**src/rtl/port_ctl_pkg.sv**
```systemverilog
// Constants for the port B handshake and auxiliary control block.
// Assumes a single 250 MHz clock domain and 8-bit register bus.
package port_ctl_pkg;
    localparam int CLK_PERIOD_NS = 4;
    localparam logic [3:0] ADDR_PORTB_OUT  = 4'h0;
    localparam logic [3:0] ADDR_PORTA_OUT  = 4'h1;
    localparam logic [3:0] ADDR_PORTB_DIR  = 4'h2;
    localparam logic [3:0] ADDR_FLAGS      = 4'hD;
    localparam logic [3:0] ADDR_PERIPH_CTL = 4'hC;
    localparam logic [3:0] ADDR_AUX_CTL    = 4'hB;
    localparam logic [7:0] PERIPH_RESET    = 8'h00;
    localparam logic [7:0] AUX_RESET       = 8'h00;
    localparam int PCR_EDGE_B1   = 4;
    localparam int PCR_MODE_B2LO = 5;
    localparam int PCR_MODE_B2HI = 7;
    localparam int AUX_LATCH_A   = 0;
    localparam int AUX_LATCH_B   = 1;
    localparam int AUX_SHIFT_LO  = 2;
    localparam int AUX_SHIFT_HI  = 4;
    localparam int AUX_T2_COUNT  = 5;
    localparam int AUX_T1_FREE   = 6;
    localparam int AUX_T1_PIN    = 7;
    localparam int FLAG_B2 = 3;
    localparam int FLAG_B1 = 4;
    typedef enum logic [2:0] {
        LINE2_IN_FALL, LINE2_IND_FALL, LINE2_IN_RISE, LINE2_IND_RISE,
        LINE2_HANDSHAKE, LINE2_PULSE, LINE2_LOW, LINE2_HIGH
    } line2_mode_t;
    typedef enum logic [2:0] {
        SHIFT_OFF, SHIFT_IN_T2, SHIFT_IN_SYS, SHIFT_IN_EXT,
        SHIFT_FREE_T2, SHIFT_OUT_T2, SHIFT_OUT_SYS, SHIFT_OUT_EXT
    } shift_mode_t;
endpackage

```
**src/rtl/port_b_handshake_aux_control.sv**
```systemverilog
// Port B control lines, flag logic and auxiliary control register.
// Assumes a synchronous register bus strobed one cycle per access.
module port_b_handshake_aux_control
    import port_ctl_pkg::*;
(
    input  wire logic       ref_clk,
    input  wire logic       nrst,
    input  wire logic       busSelect,
    input  wire logic       busWrite,
    input  wire logic [3:0] busAddr,
    input  wire logic [7:0] busWData,
    output logic      [7:0] busRData,
    input  wire logic       porta_line1_flag,
    input  wire logic [7:0] portaPins,
    input  wire logic [7:0] portbPins,
    input  wire logic       portb_line1_in,
    output logic            portb_line1_out,
    output logic            portb_line1_oe,
    input  wire logic       portb_line2_in,
    output logic            portb_line2_out,
    output logic            portb_line2_oe,
    input  wire logic       shiftClockOut,
    output logic            portb_line1_flag,
    output logic            portb_line2_flag,
    output logic [2:0]      shifterMode,
    output logic            timer_two_count_select,
    output logic            timer_one_freerun_select,
    output logic            timer_one_pin_output_enable
);
    import port_ctl_pkg::*;

    logic       rstMeta, rstN;
    logic [7:0] peripheral_line_control;
    logic [7:0] auxiliary_function_control;
    logic [7:0] portb_output_register;
    logic [7:0] portbDir;
    logic [1:0] l1Sync, l2Sync;
    logic       l1Prev, l2Prev;
    logic [7:0] paMeta, paSync, pbMeta, pbSync;
    logic       paFlagMeta, paFlagSync;
    logic [7:0] paLatch, pbLatch;
    logic       line1Edge, line2Edge, portbAccess, portbWrite, flagWrite;
    logic       shiftOn, shiftOutClk;
    line2_mode_t line2Mode;
    shift_mode_t shiftMode;

    // Reset release
    always_ff @(posedge ref_clk or negedge nrst) begin
        if (!nrst) begin
            rstMeta <= 1'b0;
            rstN    <= 1'b0;
        end else begin
            rstMeta <= 1'b1;
            rstN    <= rstMeta;
        end
    end

    // Pin synchronisers
    always_ff @(posedge ref_clk or negedge rstN) begin
        if (!rstN) begin
            l1Sync     <= 2'h3;
            l2Sync     <= 2'h3;
            l1Prev     <= 1'b1;
            l2Prev     <= 1'b1;
            paMeta     <= 8'h00;
            paSync     <= 8'h00;
            pbMeta     <= 8'h00;
            pbSync     <= 8'h00;
            paFlagMeta <= 1'b0;
            paFlagSync <= 1'b0;
        end else begin
            l1Sync     <= {l1Sync[0], portb_line1_in};
            l2Sync     <= {l2Sync[0], portb_line2_in};
            l1Prev     <= l1Sync[1];
            l2Prev     <= l2Sync[1];
            paMeta     <= portaPins;
            paSync     <= paMeta;
            pbMeta     <= portbPins;
            pbSync     <= pbMeta;
            paFlagMeta <= porta_line1_flag;
            paFlagSync <= paFlagMeta;
        end
    end

    assign line2Mode   = line2_mode_t'(peripheral_line_control[PCR_MODE_B2HI:PCR_MODE_B2LO]);
    assign shiftMode   = shift_mode_t'(auxiliary_function_control[AUX_SHIFT_HI:AUX_SHIFT_LO]);
    assign shiftOn     = (shiftMode != SHIFT_OFF);
    assign shiftOutClk = shiftOn && (shiftMode != SHIFT_IN_EXT) && (shiftMode != SHIFT_OUT_EXT);
    // Edge seen on pin level, whether driven here or from outside
    assign line1Edge = peripheral_line_control[PCR_EDGE_B1] ? (l1Sync[1] && !l1Prev)
                                                            : (!l1Sync[1] && l1Prev);
    assign line2Edge = line2Mode[1] ? (l2Sync[1] && !l2Prev) : (!l2Sync[1] && l2Prev);
    assign portbAccess = busSelect && (busAddr == ADDR_PORTB_OUT);
    assign portbWrite  = portbAccess && busWrite;
    assign flagWrite   = busSelect && busWrite && (busAddr == ADDR_FLAGS);

    // Control registers
    always_ff @(posedge ref_clk or negedge rstN) begin
        if (!rstN) begin
            peripheral_line_control    <= PERIPH_RESET;
            auxiliary_function_control <= AUX_RESET;
            portb_output_register      <= 8'h00;
            portbDir                   <= 8'h00;
        end else if (busSelect && busWrite) begin
            case (busAddr)
                ADDR_PERIPH_CTL: peripheral_line_control    <= busWData;
                ADDR_AUX_CTL:    auxiliary_function_control <= busWData;
                ADDR_PORTB_OUT:  portb_output_register      <= busWData;
                ADDR_PORTB_DIR:  portbDir                   <= busWData;
                default: ;
            endcase
        end
    end

    // Mode fields to timers and shifter
    always_ff @(posedge ref_clk or negedge rstN) begin
        if (!rstN) begin
            shifterMode                 <= 3'h0;
            timer_two_count_select      <= 1'b0;
            timer_one_freerun_select    <= 1'b0;
            timer_one_pin_output_enable <= 1'b0;
        end else begin
            shifterMode                 <= shiftMode;
            timer_two_count_select      <= auxiliary_function_control[AUX_T2_COUNT];
            timer_one_freerun_select    <= auxiliary_function_control[AUX_T1_FREE];
            timer_one_pin_output_enable <= auxiliary_function_control[AUX_T1_PIN];
        end
    end

    // Line-1 flag: set wins over clear
    always_ff @(posedge ref_clk or negedge rstN) begin
        if (!rstN) begin
            portb_line1_flag <= 1'b0;
        end else if (line1Edge) begin
            portb_line1_flag <= 1'b1;
        end else if (portbAccess || (flagWrite && busWData[FLAG_B1])) begin
            portb_line1_flag <= 1'b0;
        end
    end

    // Line-2 flag
    always_ff @(posedge ref_clk or negedge rstN) begin
        if (!rstN) begin
            portb_line2_flag <= 1'b0;
        end else if (!line2Mode[2] && !shiftOn && line2Edge) begin
            portb_line2_flag <= 1'b1;
        end else if (portbAccess && !line2Mode[2] && !line2Mode[0]) begin
            portb_line2_flag <= 1'b0;
        end else if (flagWrite && busWData[FLAG_B2]) begin
            portb_line2_flag <= 1'b0;
        end
    end

    // Line-1 pin drive in internally clocked shift modes (not SHIFT_IN_EXT or SHIFT_OUT_EXT)
    always_ff @(posedge ref_clk or negedge rstN) begin
        if (!rstN) begin
            portb_line1_oe  <= 1'b0;
            portb_line1_out <= 1'b1;
        end else begin
            portb_line1_oe  <= shiftOutClk;
            portb_line1_out <= shiftOutClk ? shiftClockOut : 1'b1;
        end
    end

    // Line-2 output modes
    always_ff @(posedge ref_clk or negedge rstN) begin
        if (!rstN) begin
            portb_line2_oe  <= 1'b0;
            portb_line2_out <= 1'b1;
        end else begin
            portb_line2_oe <= line2Mode[2] && !shiftOn;
            case (line2Mode)
                LINE2_HANDSHAKE: begin
                    if (portbWrite) begin
                        portb_line2_out <= 1'b0;
                    end else if (line1Edge) begin
                        portb_line2_out <= 1'b1;
                    end
                end
                LINE2_PULSE: portb_line2_out <= !portbWrite;
                LINE2_LOW:   portb_line2_out <= 1'b0;
                LINE2_HIGH:  portb_line2_out <= 1'b1;
                default:     portb_line2_out <= 1'b1;
            endcase
        end
    end

    port_latch latchA (
        .clk     (ref_clk),
        .rstN    (rstN),
        .enable  (auxiliary_function_control[AUX_LATCH_A]),
        .flagSet (paFlagSync),
        .source  (paSync),
        .latched (paLatch)
    );

    port_latch latchB (
        .clk     (ref_clk),
        .rstN    (rstN),
        .enable  (auxiliary_function_control[AUX_LATCH_B]),
        .flagSet (portb_line1_flag),
        .source  ((pbSync & ~portbDir) | (portb_output_register & portbDir)),
        .latched (pbLatch)
    );

    // Read data
    always_ff @(posedge ref_clk or negedge rstN) begin
        if (!rstN) begin
            busRData <= 8'h00;
        end else if (busSelect && !busWrite) begin
            case (busAddr)
                ADDR_PORTB_OUT:  busRData <= pbLatch;
                ADDR_PORTA_OUT:  busRData <= paLatch;
                ADDR_PORTB_DIR:  busRData <= portbDir;
                ADDR_FLAGS:      busRData <= {3'h0, portb_line1_flag, portb_line2_flag, 3'h0};
                ADDR_PERIPH_CTL: busRData <= peripheral_line_control;
                ADDR_AUX_CTL:    busRData <= auxiliary_function_control;
                default:         busRData <= 8'h00;
            endcase
        end
    end

    line1_flag_a: assert property (@(posedge ref_clk) disable iff (!rstN)
        line1Edge |=> portb_line1_flag) else $error("line1 flag not set");
    line1_clear_a: assert property (@(posedge ref_clk) disable iff (!rstN)
        portbAccess && !line1Edge |=> !portb_line1_flag) else $error("line1 not cleared");
    shift_pin_a: assert property (@(posedge ref_clk) disable iff (!rstN)
        shiftOutClk |=> portb_line1_oe) else $error("shift clock not driven");
    shift_idle_a: assert property (@(posedge ref_clk) disable iff (!rstN)
        !shiftOutClk |=> !portb_line1_oe && portb_line1_out)
        else $error("line1 driven outside shift");
    shift_edge_a: assert property (@(posedge ref_clk) disable iff (!rstN)
        shiftOn && line1Edge |=> portb_line1_flag)
        else $error("line1 flag lost in shift");
    line2_drive_a: assert property (@(posedge ref_clk) disable iff (!rstN)
        line2Mode[2] && !shiftOn |=> portb_line2_oe)
        else $error("line2 output not driven");
    line2_in_a: assert property (@(posedge ref_clk) disable iff (!rstN)
        !line2Mode[2] |=> !portb_line2_oe)
        else $error("line2 input driven");
    line2_set_a: assert property (@(posedge ref_clk) disable iff (!rstN)
        !line2Mode[2] && !shiftOn && line2Edge |=> portb_line2_flag)
        else $error("line2 flag not set");
    keep_flag_a: assert property (@(posedge ref_clk) disable iff (!rstN)
        portbAccess && line2Mode == LINE2_IND_FALL && portb_line2_flag && !flagWrite
        |=> portb_line2_flag) else $error("independent flag cleared");
    hand_low_a: assert property (@(posedge ref_clk) disable iff (!rstN)
        line2Mode == LINE2_HANDSHAKE && portbWrite |=> !portb_line2_out)
        else $error("handshake not low");
    hand_rise_a: assert property (@(posedge ref_clk) disable iff (!rstN)
        line2Mode == LINE2_HANDSHAKE && !portbWrite && line1Edge |=> portb_line2_out)
        else $error("handshake not released");
    pulse_low_a: assert property (@(posedge ref_clk) disable iff (!rstN)
        line2Mode == LINE2_PULSE && portbWrite |=> !portb_line2_out)
        else $error("pulse missing");
    pulse_one_a: assert property (@(posedge ref_clk) disable iff (!rstN)
        line2Mode == LINE2_PULSE && portbWrite ##1 line2Mode == LINE2_PULSE && !portbWrite
        |=> portb_line2_out) else $error("pulse too long");
    manual_low_a: assert property (@(posedge ref_clk) disable iff (!rstN)
        line2Mode == LINE2_LOW |=> !portb_line2_out) else $error("manual low lost");
    manual_high_a: assert property (@(posedge ref_clk) disable iff (!rstN)
        line2Mode == LINE2_HIGH |=> portb_line2_out) else $error("manual high lost");
    aux_map_a: assert property (@(posedge ref_clk) disable iff (!rstN)
        1'b1 |=> shifterMode == $past(auxiliary_function_control[AUX_SHIFT_HI:AUX_SHIFT_LO]))
        else $error("shift mode field wrong");
    timer_fields_a: assert property (@(posedge ref_clk) disable iff (!rstN)
        1'b1 |=> {timer_one_pin_output_enable, timer_one_freerun_select, timer_two_count_select}
            == $past(auxiliary_function_control[AUX_T1_PIN:AUX_T2_COUNT]))
        else $error("timer fields wrong");
    pa_follow_a: assert property (@(posedge ref_clk) disable iff (!rstN)
        !auxiliary_function_control[AUX_LATCH_A] |=> paLatch == $past(paSync))
        else $error("port A latch not transparent");
    pa_read_a: assert property (@(posedge ref_clk) disable iff (!rstN)
        busSelect && !busWrite && busAddr == ADDR_PORTA_OUT |=> busRData == $past(paLatch))
        else $error("port A read not from latch");
    flag_write_a: assert property (@(posedge ref_clk) disable iff (!rstN)
        flagWrite && busWData[FLAG_B2] && !line2Edge |=> !portb_line2_flag)
        else $error("flag write no clear");

    // Cover points
    hand_cover: cover property (@(posedge ref_clk) disable iff (!rstN)
        line2Mode == LINE2_HANDSHAKE && portbWrite ##[1:20] portb_line2_out);
    pulse_cover: cover property (@(posedge ref_clk) disable iff (!rstN)
        line2Mode == LINE2_PULSE && portbWrite);
    edge_cover: cover property (@(posedge ref_clk) disable iff (!rstN)
        line1Edge && portbAccess);
    shift_cover: cover property (@(posedge ref_clk) disable iff (!rstN)
        shiftOutClk && line1Edge);
    line2_cover: cover property (@(posedge ref_clk) disable iff (!rstN)
        !line2Mode[2] && !shiftOn && line2Edge);
endmodule // port_b_handshake_aux_control

```
**src/rtl/port_latch.sv**
```systemverilog
// Eight-bit input latch, transparent when disabled, held while the flag is set.
// Assumes pin data is already synchronised to clk.
module port_latch (
    input  wire logic       clk,
    input  wire logic       rstN,
    input  wire logic       enable,
    input  wire logic       flagSet,
    input  wire logic [7:0] source,
    output logic      [7:0] latched
);
    logic heldPrev;
    always_ff @(posedge clk or negedge rstN) begin
        if (!rstN) begin
            heldPrev <= 1'b0;
        end else begin
            heldPrev <= flagSet;
        end
    end
    always_ff @(posedge clk or negedge rstN) begin
        if (!rstN) begin
            latched <= 8'h00;
        end else if (!enable || !heldPrev) begin
            latched <= source;
        end
    end

    hold_latch_a: assert property (@(posedge clk) disable iff (!rstN)
        enable && heldPrev |=> $stable(latched)) else $error("latch not held");
endmodule // port_latch

```
**config.mk**
```make
export PLATFORM = sky130hd
export DESIGN_NAME = port_b_handshake_aux_control
export DESIGN_NICKNAME = d
export VERILOG_FILES = /design/src/rtl/port_ctl_pkg.sv /design/src/rtl/port_b_handshake_aux_control.sv /design/src/rtl/port_latch.sv
export SDC_FILE = /design/constraint.sdc
export NUM_CORES = 1
export LEC_CHECK = 0
export BUFFER_PORTS_ARGS = -buffer_cell sky130_fd_sc_hd__buf_2
export CORE_MARGIN = 2
export CORE_UTILIZATION = 40
export DETAILED_ROUTE_END_ITERATION = 7
export SKIP_LAST_GASP = 1
export SYNTH_ARGS = -nofsm -noshare
export SYNTH_HDL_FRONTEND = slang
export SYNTH_SLANG_ARGS = --single-unit
```
**constraint.sdc**
```tcl
create_clock -name ref_clk -period 3.88 [get_ports ref_clk]
set_clock_uncertainty 0.2 [all_clocks]
set_input_delay 0.776 -clock ref_clk [delete_from_list [all_inputs] [get_ports ref_clk]]
set_output_delay 0.776 -clock ref_clk [all_outputs]
set_load 0.02 [all_outputs]
```
# After elaboration in Yosys (flattened, before gate mapping)

Cells that the tools add are included.

Register bits after elaboration: 112
Output and inout port bits: 20
Bits of input ports: 36

Bitwise logic cells: 4
Muxes and demuxes: 12
Reduce and logical (&&, ||, !) cells: 42
Equal/unequal tests: 11

Operator list:

| operator                                            | count |
|---|---|
| one-hot mux 8 bit (6 select lines)                  | 1 |
| logical AND 1 bit                                   | 18 |
| AND 8 bit                                           | 2 |
| zero test 1 bit                                     | 13 |
| equality test 4 bit, second input constant          | 3 |
| two-way mux 1 bit                                   | 10 |
| equality test 3 bit, second input constant          | 3 |
| NOT 8 bit                                           | 1 |
| OR 8 bit                                            | 1 |
| AND reduction 2 bit                                 | 4 |
| != test 3 bit, second input constant                | 2 |
| nonzero test 3 bit                                  | 2 |
| equality test 4 x 1 -> 1 bit, second input constant | 1 |
| equality test 4 x 2 -> 1 bit, second input constant | 1 |
| zero test 4 bit                                     | 1 |
| logical OR 1 bit                                    | 3 |
| != test 3 x 2 -> 1 bit, second input constant       | 1 |
| one-hot mux 1 bit (3 select lines)                  | 1 |
| nonzero test 2 bit                                  | 1 |

# Longest topological paths before layout

Depth after elaboration: 6
Depth in mapped cells: 7
Gate-level depth less buffers: 4

# Modules after synthesis

Synthesis repeated with hierarchy kept, for this count alone.

Cell total of the unflattened synthesis: 265
Area, all modules: 4098.9 sq um

Modules (own cells, without submodules):

| module                       | area each (sq um) | cells each | times used |
|---|---|---|---|
| port_b_handshake_aux_control | 3455.8            | 229        | 1 |
| port_latch                   | 321.6             | 18         | 2 |

# Worst setup path after synthesis

OpenSTA, ideal clock, no wires.

Kind: in2reg
From: input port busAddr[3]
To: register portb_output_register[0]
Arrival time: 2.075 ns
Cell stages on the path: 5
Setup slack: 1.480 ns
Cells stage by stage: clkbuf_2 -> or3_1 -> buf_2 -> nor3_4 -> mux2_2

Word-level cells in the longest chain between the ends: 2

RTL lines:

| item                          | line                                | text |
|---|---|---|
| start, declared               | port_b_handshake_aux_control.sv:10  | `input wire logic [3:0] busAddr,` |
| zero test 4 bit               | port_b_handshake_aux_control.sv:105 | `case (busAddr)` |
| AND reduction 2 bit (no line) | -                                   |  |
| end signal, assigned          | port_b_handshake_aux_control.sv:108 | `ADDR_PORTB_OUT: portb_output_register <= busWData;` |
| end, declared                 | port_b_handshake_aux_control.sv:35  | `logic [7:0] portb_output_register;` |

No other way between the ends.
A chain may end at the register's enable or synchronous reset.

# Final worst setup path

From: input port busAddr[1]
To: register peripheral_line_control[5]

Word-level cells in the longest chain between the ends: 2

RTL lines:

| item                          | line                                | text |
|---|---|---|
| equality test 4 bit           | port_b_handshake_aux_control.sv:105 |  |
| AND reduction 2 bit (no line) | -                                   |  |
| end signal, assigned          | port_b_handshake_aux_control.sv:106 | `ADDR_PERIPH_CTL: peripheral_line_control <= busWData;` |
| end, declared                 | port_b_handshake_aux_control.sv:33  | `logic [7:0] peripheral_line_control;` |

No other way between the ends.

==> summary.txt <==
Worst setup path
  • Arr. time, crit path: 2440 ps
  • Category of the most critical setup path: primary input to flip-flop
  • Critical Path End Type: flip-flop
  • Required arrival time at the worst endpoint: 3960 ps
  • FF-to-FF Start: latchA.latched[3]
  • Critical path peak fanout: 23
  • Worst Setup SP: busAddr[1]
  • Critical Path Start Type: primary input

Timing
  • Sum of negative setup slack: 0 ps
  • Final worst path period share: 60.9%
  • Fin. max-slew vios: 0
  • Worst slew pin tran: 751 ps
  • RSZ-0062 raised after global routing: false
  • Worst slew margin: 49.6%
  • Timing-limited maximum frequency: 423 MHz
  • Time the final worst path needs with I/O delays and setup: 2360 ps
  • Final hold vios: 0
  • Final setup violation count: 0

Synthesis
  • Area share of the largest cell type after synthesis: 63.4%
  • Fraction of synthesized cell area in xor and xnor cells: 0.213%
  • Post-synthesis sequential element count: 112
  • Mapped Area: 4100 µm²
  • Count of unique library cells instantiated by Yosys: 36
  • Adder-Cell Fraction of Synth Area: 0%
  • Top cells by area in the synthesized netlist: sky130_fd_sc_hd__dfrtp_1, sky130_fd_sc_hd__mux2_2, sky130_fd_sc_hd__dfstp_2, sky130_fd_sc_hd__mux2i_1, sky130_fd_sc_hd__o21ai_0
  • Largest family of logic cells by synthesized area: multiplexers
  • Yosys top cell by area: sky130_fd_sc_hd__dfrtp_1
  • Number of cells produced by synthesis: 283
  • Part of the Yosys area used for sequential elements: 68.5%
  • Mean post-synth cell area: 14.5 µm²
  • Compound-Gate Fraction of Synth Area: 7.04%
  • Warnings from Yosys: 0
  • Multiplexer share of the synthesized area: 15.1%
  • Area share of and/or/nand/nor cells after synthesis: 7.62%
  • Mapped Nets: 319

Final layout
  • Net count of the finished layout: 377
  • Area added between synthesis and finish: 15.3%
  • Leading cell types in the layout, fill and taps excluded: sky130_fd_sc_hd__dfrtp_1, sky130_fd_sc_hd__buf_2, sky130_fd_sc_hd__mux2_2, sky130_fd_sc_hd__nand2_1, sky130_fd_sc_hd__o21ai_0
  • Most common cell after layout, fill and taps aside: sky130_fd_sc_hd__dfrtp_1
  • Combined area of the multi-input logic cells: 1230 µm²
  • Count of fill cells added during filler insertion: 891
  • Number of standard cells in the final layout excluding fillers: 479
  • Number of antenna diodes: 0
  • Ratio of cells with drive above 1 in the final layout: 38.2%
  • Register Area: 2820 µm²

Power
  • Post-route total power: 0.00246 W
  • Pleak: 2.13 nW
  • Peak supply drop: 0.223 mV
  • P per Cell Area: 520 nW/µm²

Global route
  • Global-route wire length before repair: 12900 µm
  • Initial antenna violation count: 0
  • GR Util All Layers: 15.2%
  • Number of global-route vias before repair: 2398
  • Congestion Overflow GR: 0
  • Maximum number of pins on one net before global-route repair: 53

Route
  • DRC errors left: 0
  • Total routed wirelength: 7760 µm
  • Vias per inst: 4.93
  • Routed wirelength normalized by instance count: 16.2 µm
  • Starting DRT DRC Count: 120
  • Via total after detailed routing: 2362
  • Wire length on met2: 3650 µm
  • Length of the first detailed-routing pass in iterations: 4
  • ANT nets after route: 0
  • Wl on met1: 3520 µm
  • Routed length on met3: 465 µm
  • Top routing layer used: met4

Floorplan
  • Initial standard-cell utilization of the core: 41.6%
  • Number of core rows: 36
  • DIE HEIGHT: 105 µm
  • Area of the die: 11100 µm²
  • Boundary Pins: 56
  • Die W: 105 µm
  • Area inside the core boundary: 9860 µm²

Clocking
  • Clock network latency to the later pin of the worst-skew pair: 380 ps
  • Clock transition at path regs: 110 ps
  • Clock net sink count: 112
  • CTS Buf Count: 9
  • Number of buffers between clock root and the deepest sink: 2
  • Number of levels the H-tree was split into: 3
  • Clock root buffer: sky130_fd_sc_hd__clkbuf_8
  • TritonCTS clock tree: built
  • Total of cells resized after clock tree synthesis: 0

Placed design
  • Port Buffer Count: 55
  • Estimated wirelength of the detail-placed design: 5400 µm
  • Inst Count DP: 462
  • Weighted congestion at the end of routability-driven global placement: 0.854

Status
  • Run status: complete, no violations

Hold path
  • Hold Path Class: flip-flop to flip-flop
  • Hold_sp: pbMeta[1]

Flow run
  • Max Cap Violations: 0
[final cells by class]
class / count / share of cell area [%]
Inverter: 1 / 0.0793
Tap cell: 133 / 3.52
Sequential cell: 112 / 59.5
Clock inverter: 7 / 1.85
Timing Repair Buffer: 58 / 6.35
Clock buffer: 9 / 2.62
Multi-Input combinational cell: 159 / 26.1
[where the power goes]
group / total [W] / internal [W] / switching [W]
clock network: 0.000700 / 0.000262 / 0.000438
registers: 0.00144 / 0.00132 / 0.000111
logic: 0.000327 / 0.000162 / 0.000165
total: 0.00246 / 0.00175 / 0.000713
[per-layer routing]
metal	vias to the layer above	GRT usage, %
met5	-	0
met4	0	5.14
met3	11	3.71
met2	68	23.4
met1	1165	21.1
li1	1118	-
[worst max-delay path, stage by stage]
cell and delay, ps:
sky130_fd_sc_hd__buf_2 250, sky130_fd_sc_hd__nor2_1 180, sky130_fd_sc_hd__and3_1 390, sky130_fd_sc_hd__and3_1 450, sky130_fd_sc_hd__mux2_2 380
[sequential cells by signal, indices dropped and copies added (netlist names), 2 cells and up]
name                        cells
auxiliary_function_control      8
latchA.latched                  8
l1Sync                          2
peripheral_line_control         8
busRData                        8
paSync                          8
latchB.latched                  8
pbSync                          8
shifterMode                     3
l2Sync                          2
paMeta                          8
portb_output_register           8
pbMeta                          8
portbDir                        8
[repair_timing]
| item | 4_1_cts | 5_1_grt |
|---|---|---|
| buffers inserted | 0 | 0 |
| endpoints found under the setup margin | 0 | 0 |
| hold buffers | 1 | 0 |
| endpoints found under the hold margin | 2 | 0 |
[worst paths after layout]
| path | slack [ps] | endpoint | depth (start not counted) |
|---|---|---|---|
| setup / recovery | 1520 | peripheral_line_control[5] | 5 |
| hold / removal | 160 | pbSync[1] | 0 |
| setup reg to reg | 2360 | busRData[3] | 4 |
| hold reg to reg | 160 | pbSync[1] | 0 |
| max in group asynchronous | 2370 | portb_line1_out | 1 |
| min in group asynchronous | 170 | pbMeta[7] | 0 |
[synth_stat cells, drive strengths merged]
library cell  number
or3                1
a222oi             6
clkbuf             6
conb               1
nand2b             4
and2               3
mux2i             10
xor2               1
nand2             22
inv                1
nor4               1
o21ai             18
and3               2
nand3b             7
o221ai             1
nor2               7
o31ai              1
a221oi             2
dfstp              8
a21oi              5
a22o               6
a31o               1
dfrtp            104
nand3              3
buf                5
nor2b              3
o31a               1
mux2              46
a32o               1
nor3               6
[cell families after synthesis]
logic type      Yosys count
other cells               1
compound gates           42
buf+inv                  12
simple gates             59
flops                   112
mux                      56
xor+xnor                  1
[metrics by stage]
stage	setup slack (ps)	hold slack, ps	cell area (µm²)	utilization, %
after detailed placement	1140	135	4510	45.7
final	1520	158	4730	48.0
after global routing	1430	168	4730	48.0
after global placement	1180	132	4510	45.7
after CTS	1550	161	4730	48.0
after floorplan	343	131	4100	-
Power figures use the tool's default switching activity.
